<file path="config.mk">
export PLATFORM = sky130hd
export DESIGN_NAME = cdm_core_map
export DESIGN_NICKNAME = d
export VERILOG_FILES = /design/src/hw/cdm_pkg.sv /design/src/hw/cdm_ram_if.sv /design/src/hw/cdm_ram.sv /design/src/hw/cdm_core_map.sv
export SDC_FILE = /design/constraint.sdc
export NUM_CORES = 2
export LEC_CHECK = 0
export BUFFER_PORTS_ARGS = -buffer_cell sky130_fd_sc_hd__buf_2
export CORE_MARGIN = 2
export CORE_UTILIZATION = 60
export CTS_BUF_LIST = sky130_fd_sc_hd__clkbuf_4
export DETAILED_ROUTE_END_ITERATION = 16
export HOLD_SLACK_MARGIN = 0.08
export PLACE_DENSITY = 0.75
export SYNTH_ARGS = -nofsm -noshare
export SYNTH_HDL_FRONTEND = slang
export SYNTH_HIERARCHICAL = 1
export SYNTH_SLANG_ARGS = --single-unit
</file>
<file path="constraint.sdc">
create_clock -name sys_clk -period 14.5 [get_ports sys_clk]
set_input_delay 1.45 -clock sys_clk [delete_from_list [all_inputs] [get_ports sys_clk]]
set_output_delay 1.45 -clock sys_clk [all_outputs]
set_load 0.03 [all_outputs]
</file>
<file path="src/hw/cdm_pkg.sv">
// Purpose: Shared constants and types for the core data memory map.
// Assumes: Single clock, synchronous active-high reset.
// Notes: Addresses are internal data and special-register addresses.
`default_nettype none
package cdm_pkg;
  localparam logic [7:0] CDM_BANK_BASE = 8'h00;
  localparam logic [7:0] CDM_BANK_LAST = 8'h1f;
  localparam logic [7:0] CDM_BIT_BASE = 8'h20;
  localparam logic [7:0] CDM_BIT_LAST = 8'h2f;
  localparam logic [7:0] CDM_UPPER_BASE = 8'h80;
  localparam logic [7:0] CDM_ADDR_STACK_POINTER = 8'h81;
  localparam logic [7:0] CDM_ADDR_DATA_POINTER_LOW = 8'h82;
  localparam logic [7:0] CDM_ADDR_DATA_POINTER_HIGH = 8'h83;
  localparam logic [7:0] CDM_ADDR_PROGRAM_STATUS_WORD = 8'hd0;
  localparam logic [7:0] CDM_ADDR_ACCUMULATOR = 8'he0;
  localparam logic [7:0] CDM_ADDR_MULTIPLY_AUX = 8'hf0;
  localparam logic [7:0] CDM_RST_STACK_POINTER = 8'h07;
  localparam logic [7:0] CDM_RST_OTHER = 8'h00;
  localparam int CDM_POS_BANK_SELECT_LOW = 3;
  localparam int CDM_POS_BANK_SELECT_HIGH = 4;
  localparam logic [2:0] CDM_SFR_BIT_NIBBLE_MASK = 3'h7;
  localparam int CDM_RAM_DEPTH = 256;

  typedef enum logic [2:0] {
    CDM_OP_NONE,
    CDM_OP_READ,
    CDM_OP_WRITE,
    CDM_OP_PUSH,
    CDM_OP_POP
  } cdm_op_e;

  typedef enum logic [1:0] {
    CDM_MODE_DIRECT,
    CDM_MODE_INDIRECT,
    CDM_MODE_WORKING
  } cdm_mode_e;

  typedef enum {
    CDM_ST_IDLE,
    CDM_ST_PTR,
    CDM_ST_DONE
  } cdm_state_e;
endpackage : cdm_pkg
`default_nettype wire

</file>
<file path="src/hw/cdm_ram_if.sv">
// Purpose: Carries one access between the map logic and the data RAM.
// Assumes: One access per cycle, read data valid the next cycle.
// Notes: Full 256-byte index; upper half reached only indirectly or through the stack.
`default_nettype none
interface cdm_ram_if;
  logic [7:0] addr;
  logic write;
  logic [7:0] wdata;
  logic [7:0] wmask;
  logic [7:0] rdata;
  modport master (output addr, output write, output wdata, output wmask, input rdata);
  modport slave (input addr, input write, input wdata, input wmask, output rdata);
endinterface : cdm_ram_if
`default_nettype wire

</file>
<file path="src/hw/cdm_ram.sv">
// Purpose: 256-byte internal data RAM with per-bit write mask.
// Assumes: Synchronous write, registered read.
// Notes: Mask lets single-bit writes leave neighbours intact.
`default_nettype none
module cdm_ram
  import cdm_pkg::*;
(
  input wire logic sys_clk,
  cdm_ram_if.slave ram
);
  logic [7:0] mem [CDM_RAM_DEPTH];
  logic [7:0] rdata_q;

  always_ff @(posedge sys_clk) begin
    if (ram.write) begin
      mem[ram.addr] <= (mem[ram.addr] & ~ram.wmask) | (ram.wdata & ram.wmask);
    end
    rdata_q <= mem[ram.addr];
  end

  assign ram.rdata = rdata_q;
endmodule : cdm_ram
`default_nettype wire

</file>
<file path="src/hw/cdm_core_map.sv">
// Contract
// - Bytes 0x00..0x1F form four banks of eight working registers.
// - One bank active; status bits 3 and 4 select it.
// - Indirect pointer comes only from working register zero or one.
// - Bytes 0x20..0x2F reachable as bytes and as 128 bits.
// - Low bit address is eight times byte offset plus bit position.
// - Bit or byte access chosen by the operand kind.
// - Push writes at pointer plus one, then pointer increments.
// - Stack pointer holds the newest occupied location.
// - Reset loads stack pointer with 0x07.
// - Stack may sit anywhere in the 256-byte memory.
// - Stack pointer is special register 0x81.
// - Direct accesses at 0x80..0xFF go to special registers.
// - Special registers ending 0x0 or 0x8 accept bit access.
// - Other special registers accept byte access only.
// - Indirect accesses above 0x7F reach upper 128-byte RAM.
//
// Purpose: Data memory map of an 8-bit core: banks, bit area, stack, special registers.
// Assumes: Execution unit holds req for one cycle and waits for done.
// Notes: Peripheral special registers are served outside via the ext port.
`default_nettype none
module cdm_core_map
  import cdm_pkg::*;
(
  input wire logic sys_clk,
  input wire logic reset,
  input wire logic req,
  input wire cdm_op_e op,
  input wire cdm_mode_e mode,
  input wire logic is_bit,
  input wire logic [7:0] addr,
  input wire logic [7:0] wdata,
  input wire logic wbit,
  output logic done,
  output logic [7:0] rdata,
  output logic rbit,
  output logic bad_bit,
  output logic [7:0] stack_pointer,
  output logic [1:0] active_bank,
  output logic ext_req,
  output logic ext_write,
  output logic [7:0] ext_addr,
  output logic [7:0] ext_wdata,
  input wire logic [7:0] ext_rdata
);
  // ---------------------------------------------
  // Storage
  // ---------------------------------------------
  cdm_ram_if ram ();
  cdm_ram u_ram (.sys_clk(sys_clk), .ram(ram));

  cdm_state_e state, next_state;
  logic [7:0] next_stack_pointer;
  logic [7:0] data_pointer_low, next_data_pointer_low;
  logic [7:0] data_pointer_high, next_data_pointer_high;
  logic [7:0] program_status_word, next_program_status_word;
  logic [7:0] accumulator, next_accumulator;
  logic [7:0] multiply_aux_register, next_multiply_aux_register;
  logic [7:0] next_rdata;
  logic next_rbit, next_done, next_bad_bit;
  logic next_ext_req, next_ext_write;
  logic [7:0] next_ext_addr, next_ext_wdata;
  // Latched request, so a second ram cycle can use the pointer
  cdm_op_e op_q, next_op_q;
  logic bit_q, next_bit_q, wbit_q, next_wbit_q, sfr_q, next_sfr_q;
  logic [7:0] byte_q, next_byte_q, wdata_q, next_wdata_q;
  logic [2:0] pos_q, next_pos_q;

  // ---------------------------------------------
  // Decode helpers
  // ---------------------------------------------
  // bank select bits
  assign active_bank = {program_status_word[CDM_POS_BANK_SELECT_HIGH],
                        program_status_word[CDM_POS_BANK_SELECT_LOW]};

  function automatic logic [7:0] work_addr(input logic [1:0] bank, input logic [2:0] idx);
    work_addr = {3'h0, bank, idx};
  endfunction : work_addr

  // Byte/position of a bit address; low half is the bit area
  function automatic logic [7:0] bit_byte(input logic [7:0] ba);
    if (ba[7]) begin
      bit_byte = {ba[7:3], 3'h0};
    end else begin
      // eight bits per byte from 0x20
      bit_byte = CDM_BIT_BASE + {4'h0, ba[6:3]};
    end
  endfunction : bit_byte

  function automatic logic sfr_hit(input logic [7:0] a);
    sfr_hit = (a == CDM_ADDR_STACK_POINTER) || (a == CDM_ADDR_DATA_POINTER_LOW) ||
              (a == CDM_ADDR_DATA_POINTER_HIGH) || (a == CDM_ADDR_PROGRAM_STATUS_WORD) ||
              (a == CDM_ADDR_ACCUMULATOR) || (a == CDM_ADDR_MULTIPLY_AUX);
  endfunction : sfr_hit

  logic [7:0] sfr_rd;
  always_comb begin
    sfr_rd = ext_rdata;
    if (byte_q == CDM_ADDR_STACK_POINTER) begin
      sfr_rd = stack_pointer;
    end else if (byte_q == CDM_ADDR_DATA_POINTER_LOW) begin
      sfr_rd = data_pointer_low;
    end else if (byte_q == CDM_ADDR_DATA_POINTER_HIGH) begin
      sfr_rd = data_pointer_high;
    end else if (byte_q == CDM_ADDR_PROGRAM_STATUS_WORD) begin
      sfr_rd = program_status_word;
    end else if (byte_q == CDM_ADDR_ACCUMULATOR) begin
      sfr_rd = accumulator;
    end else if (byte_q == CDM_ADDR_MULTIPLY_AUX) begin
      sfr_rd = multiply_aux_register;
    end
  end

  // Merge a single bit into a byte for a bit write
  logic [7:0] merged;
  always_comb begin
    merged = sfr_rd;
    merged[pos_q] = wbit_q;
  end

  // ---------------------------------------------
  // Sequencer
  // ---------------------------------------------
  always_comb begin
    next_state = state;
    next_stack_pointer = stack_pointer;
    next_data_pointer_low = data_pointer_low;
    next_data_pointer_high = data_pointer_high;
    next_program_status_word = program_status_word;
    next_accumulator = accumulator;
    next_multiply_aux_register = multiply_aux_register;
    next_rdata = rdata;
    next_rbit = rbit;
    next_done = 1'b0;
    next_bad_bit = 1'b0;
    next_ext_req = 1'b0;
    next_ext_write = 1'b0;
    next_ext_addr = ext_addr;
    next_ext_wdata = ext_wdata;
    next_op_q = op_q;
    next_bit_q = bit_q;
    next_wbit_q = wbit_q;
    next_sfr_q = sfr_q;
    next_byte_q = byte_q;
    next_wdata_q = wdata_q;
    next_pos_q = pos_q;
    ram.addr = addr;
    ram.write = 1'b0;
    ram.wdata = wdata;
    ram.wmask = 8'hff;
    case (state)
      CDM_ST_IDLE: begin
        if (req && op != CDM_OP_NONE) begin
          next_op_q = op;
          next_wdata_q = wdata;
          next_wbit_q = wbit;
          next_pos_q = addr[2:0];
          next_bit_q = 1'b0;
          next_sfr_q = 1'b0;
          next_byte_q = addr;
          next_state = CDM_ST_DONE;
          if (op == CDM_OP_PUSH) begin
            ram.addr = stack_pointer + 8'h01;
            ram.write = 1'b1;
            next_stack_pointer = stack_pointer + 8'h01;
          end else if (op == CDM_OP_POP) begin
            ram.addr = stack_pointer;
            next_stack_pointer = stack_pointer - 8'h01;
          end else if (mode == CDM_MODE_INDIRECT) begin
            // pointer from working reg zero or one
            ram.addr = work_addr(active_bank, {2'h0, addr[0]});
            next_state = CDM_ST_PTR;
          end else if (mode == CDM_MODE_WORKING) begin
            ram.addr = work_addr(active_bank, addr[2:0]);
            ram.write = (op == CDM_OP_WRITE);
          end else if (is_bit) begin
            next_bit_q = 1'b1;
            next_byte_q = bit_byte(addr);
            next_sfr_q = addr[7];
            ram.addr = bit_byte(addr);
            ram.wdata = {8{wbit}};
            ram.wmask = 8'h01 << addr[2:0];
            ram.write = (op == CDM_OP_WRITE) && !addr[7];
            if (addr[7]) begin
              next_ext_req = !sfr_hit(bit_byte(addr));
              next_ext_addr = bit_byte(addr);
            end
          end else if (addr[7]) begin
            // direct upper half is special registers
            next_sfr_q = 1'b1;
            next_ext_req = !sfr_hit(addr) && (op == CDM_OP_READ);
            next_ext_addr = addr;
          end else begin
            ram.write = (op == CDM_OP_WRITE);
          end
        end
      end
      CDM_ST_PTR: begin
        // indirect upper addresses go to RAM
        ram.addr = ram.rdata;
        ram.wdata = wdata_q;
        ram.write = (op_q == CDM_OP_WRITE);
        next_state = CDM_ST_DONE;
      end
      default: begin
        next_state = CDM_ST_IDLE;
        next_done = 1'b1;
        next_rdata = sfr_q ? sfr_rd : ram.rdata;
        next_rbit = next_rdata[pos_q];
        if (sfr_q && op_q == CDM_OP_WRITE) begin
          if (bit_q) begin
            next_wdata_q = merged;
          end
          if (byte_q == CDM_ADDR_STACK_POINTER) begin
            next_stack_pointer = bit_q ? merged : wdata_q;
          end else if (byte_q == CDM_ADDR_DATA_POINTER_LOW) begin
            next_data_pointer_low = bit_q ? merged : wdata_q;
          end else if (byte_q == CDM_ADDR_DATA_POINTER_HIGH) begin
            next_data_pointer_high = bit_q ? merged : wdata_q;
          end else if (byte_q == CDM_ADDR_PROGRAM_STATUS_WORD) begin
            next_program_status_word = bit_q ? merged : wdata_q;
          end else if (byte_q == CDM_ADDR_ACCUMULATOR) begin
            next_accumulator = bit_q ? merged : wdata_q;
          end else if (byte_q == CDM_ADDR_MULTIPLY_AUX) begin
            next_multiply_aux_register = bit_q ? merged : wdata_q;
          end else begin
            next_ext_req = 1'b1;
            next_ext_write = 1'b1;
            next_ext_addr = byte_q;
            next_ext_wdata = bit_q ? merged : wdata_q;
          end
        end
        // bit access only on 0x0/0x8 registers
        if (sfr_q && bit_q && (byte_q[2:0] & CDM_SFR_BIT_NIBBLE_MASK) != 3'h0) begin
          next_bad_bit = 1'b1;
        end
      end
    endcase
  end

  // ---------------------------------------------
  // Registers
  // ---------------------------------------------
  always_ff @(posedge sys_clk) begin
    if (reset) begin
      state <= CDM_ST_IDLE;
      stack_pointer <= CDM_RST_STACK_POINTER;
      data_pointer_low <= CDM_RST_OTHER;
      data_pointer_high <= CDM_RST_OTHER;
      program_status_word <= CDM_RST_OTHER;
      accumulator <= CDM_RST_OTHER;
      multiply_aux_register <= CDM_RST_OTHER;
      rdata <= CDM_RST_OTHER;
      rbit <= 1'b0;
      done <= 1'b0;
      bad_bit <= 1'b0;
      ext_req <= 1'b0;
      ext_write <= 1'b0;
      ext_addr <= CDM_RST_OTHER;
      ext_wdata <= CDM_RST_OTHER;
      op_q <= CDM_OP_NONE;
      bit_q <= 1'b0;
      wbit_q <= 1'b0;
      sfr_q <= 1'b0;
      byte_q <= CDM_RST_OTHER;
      wdata_q <= CDM_RST_OTHER;
      pos_q <= 3'h0;
    end else begin
      state <= next_state;
      stack_pointer <= next_stack_pointer;
      data_pointer_low <= next_data_pointer_low;
      data_pointer_high <= next_data_pointer_high;
      program_status_word <= next_program_status_word;
      accumulator <= next_accumulator;
      multiply_aux_register <= next_multiply_aux_register;
      rdata <= next_rdata;
      rbit <= next_rbit;
      done <= next_done;
      bad_bit <= next_bad_bit;
      ext_req <= next_ext_req;
      ext_write <= next_ext_write;
      ext_addr <= next_ext_addr;
      ext_wdata <= next_ext_wdata;
      op_q <= next_op_q;
      bit_q <= next_bit_q;
      wbit_q <= next_wbit_q;
      sfr_q <= next_sfr_q;
      byte_q <= next_byte_q;
      wdata_q <= next_wdata_q;
      pos_q <= next_pos_q;
    end
  end
endmodule : cdm_core_map
`default_nettype wire

</file>
==> impl_metrics.py <==
metrics = {
    "status": {
        "status": "complete, no violations",
    },
    "detailed_routing": {
        "drc_errors": 0,
        "viasPerCell": 6.601,
        "vias": 48420,
        "drt-wirelength-per-cell_um": 28.81,
        "drt-initial-drc-count": 6479,
        "dr.pass1.iters": 6,
        "drtAntennaViolNets": 0,
        "routed_wl_um": 211300,
    },
    "placement": {
        "io_buffers": 72,
        "dp_hpwl_um": 128700,
        "gp_congestion": 0.8969,
        "placedInstanceArea_um2": 88140,
    },
    "final_layout": {
        "final_common_cell": "edfxtp_1",
        "drive_above_1_share": 0.2683,
        "postLayoutCellArea_um2": 94600,
        "final_cell_mix": "2048 x edfxtp_1, 764 x clkbuf_4, 393 x mux4_2",
        "largest_reg_flops": 2048,
        "fin_nets": 5138,
        "top_register": "u_ram/mem",
        "areaGrowthSynthToFinish_pct": 10.15,
    },
    "yosys": {
        "yosysWarnings": 6,
        "synth_edf_count": 2048,
        "synth.cell_area_um2": 85880,
        "syn-mean-instance-area_um2": 18.30,
        "syn_nets": 4730,
        "syn_inst": 4694,
        "synth-async-reset-ratio": 0,
        "yosysSeqAreaShare": 0.7422,
        "synth.distinct_cells": 89,
        "synth_ff_type": "edfxtp_1",
        "ys_ff_latch": 2160,
    },
    "timing": {
        "drv_slew": 0,
        "finalClockSkew_ps": 119.1,
        "rsz0062_at_grt": "no",
        "fmax_mhz": 120.8,
        "finalSetupViolCount": 0,
        "maxSlewHeadroom": 0.06014,
        "timing_hold_violations_final": 0,
        "worst_pin_slew_ps": 1398,
        "fin_tns_setup_ps": 0,
        "period_share": 0.5710,
        "final.min_clock_period_ps": 8280,
        "hold_slack_ps": 397.2,
    },
    "global_route": {
        "globalRouteOverflowTotal": 0,
        "first_global_vias": 47990,
        "grt_max_degree": 187,
        "grt_pass1_wl_um": 310700,
        "grt_usage": 0.2906,
        "antenna_found_initial": 11,
    },
    "power": {
        "p_sw_mw": 3.341,
        "ir_drop_mv": 0.09879,
        "switching_share": 0.2496,
        "finalPower_mw": 13.39,
        "leakage_nw": 30.35,
        "powerDensity_nw_per_um2": 141.5,
        "combinationalPowerShare": 0.112,
        "seq_power_share": 0.525,
        "p_int_mw": 10.05,
        "p_clk_frac": 0.363,
    },
    "worst_setup_path": {
        "crit_arrival_ps": 9230,
        "cp-end-kind": "flop",
        "required_ps": 15450,
        "critPathKind": "input pin to flop",
        "critPathLaunchType": "input pin",
        "crit_fanout": 172,
    },
    "flow_run": {
        "maxCapViolCount": 0,
    },
    "die": {
        "initial_core_util": 0.6058,
        "dieWidth_um": 382.3,
        "core_um2": 141800,
        "die-area_um2": 146200,
        "die_y_um": 382.3,
        "num_rows": 138,
        "ios": 73,
    },
    "clock_network": {
        "cts_htree_levels": 6,
        "clk_latency_ps": 1350,
        "tritoncts.num_buffers": 554,
        "cts.sinks": 2160,
        "cts_hold_buf": 0,
        "cts_tree": "built",
        "clock-root-buffer": "clkbuf_4",
        "cts_resized": 0,
        "postCtsSetupBuffers": 0,
        "cts_buffer_depth": 4,
        "clk_pin_slew_ps": 60,
    },
    "hold_path": {
        "hp-class": "input pin to flop",
    },
}
cell type report:
cell class	instances	area, um2
Clock inverter	120	685.7
Multi-Input combinational cell	2198	20780
Tap cell	1890	2365
Antenna cell	14	35.03
Timing Repair Buffer	166	1169
Clock buffer	764	5736
Inverter	22	82.58
Fill cell	9189	47160
Sequential cell	2160	63740
per-stage QoR:
step / util / std cells / worst slack, ps
after floorplan: - / 4694 / 6225
after global placement: 0.6218 / 6436 / 5113
after detailed placement: 0.6218 / 6436 / 5082
after CTS: 0.6671 / 7320 / 6452
after global routing: 0.6672 / 7325 / 5974
final: 0.6673 / 7334 / 6220
power groups by stage:
stage | clock [mW] | sequential (mW) | combinational, mW
2_1_floorplan | 0 | 7.17 | 0.969
6_report | 4.85 | 7.03 | 1.50
3_5_place_dp | 0 | 7.16 | 1.48
4_1_cts | 4.95 | 7.03 | 1.48
3_3_place_gp | 0 | 7.16 | 1.46
5_1_grt | 5.27 | 7.03 | 1.57
final timing paths:
check	from	endpoint	slack, ps	depth (start not counted)
worst min-delay path	wbit	wbit_q$_SDFFE_PP0P_	400	3
worst max-delay path	mode[0]	u_ram/mem[107][6]$_DFFE_PP_	6220	18
worst max register to register	stack_pointer[0]$_SDFFE_PP1P_	u_ram/mem[107][6]$_DFFE_PP_	6460	15
worst min register to register	op_q[2]$_SDFFE_PP0P_	op_q[2]$_SDFFE_PP0P_	460	2
logic make-up (layout without fill, tap and decap cells):
group / count (synthesis) / after routing / synth area share
other: 0 / 14 / 0
XOR/XNOR: 5 / 5 / 0.0005100
buffers and inverters: 336 / 1072 / 0.01948
adder cells (fa/ha/maj): 2 / 2 / 0.0002913
flip-flops: 2160 / 2160 / 0.7422
AND/OR/NAND/NOR: 899 / 899 / 0.04838
multiplexers: 711 / 711 / 0.1406
AO/OA/AOI/OAI: 581 / 581 / 0.04856
per-layer routing:
metal / vias up / track usage / share of wire
met5: - / 0 / 0.00022
met4: 8 / 0.1404 / 0.045
met3: 547 / 0.07893 / 0.12
met2: 3219 / 0.4311 / 0.46
met1: 24490 / 0.4051 / 0.37
li1: 20160 / - / -
synthesized netlist by cell type, types with 17 or more instances:
library cell,instances,area [um2]
edfxtp_1,2048,61500
mux4_2,393,8851
nor2_1,360,1351
mux2i_1,290,2903
a22oi_1,211,1584
nand2_1,199,747.0
clkbuf_1,168,630.6
dfxtp_1,112,2242
nand3_1,95,475.5
a21oi_1,92,460.4
buf_2,64,320.3
nor3_1,59,295.3
nand4_1,50,312.8
a211oi_1,46,345.3
o21ai_0,46,230.2
buf_4,44,330.3
mux2_2,26,292.8
nand2b_1,24,150.1
nor2b_1,24,150.1
a32oi_1,22,192.7
inv_1,22,82.58
buf_6,19,214.0
a221oi_1,17,148.9
a22o_1,17,148.9
critical path, cell delays in order:
cell and delay [ps]:
buf_2 140, xnor2_1 390, nand2_1 120, o21ai_0 300, o21ai_0 130, a21oi_1 210, a22oi_1 130, o22ai_4 480
buf_4 720, buf_12 500, mux4_2 390, nor3_1 60, a211o_1 290, a311oi_1 970, nor4_1 310, a22oi_2 530
mux2_8 770, buf_4 770
(Power assumes the default switching activity.)
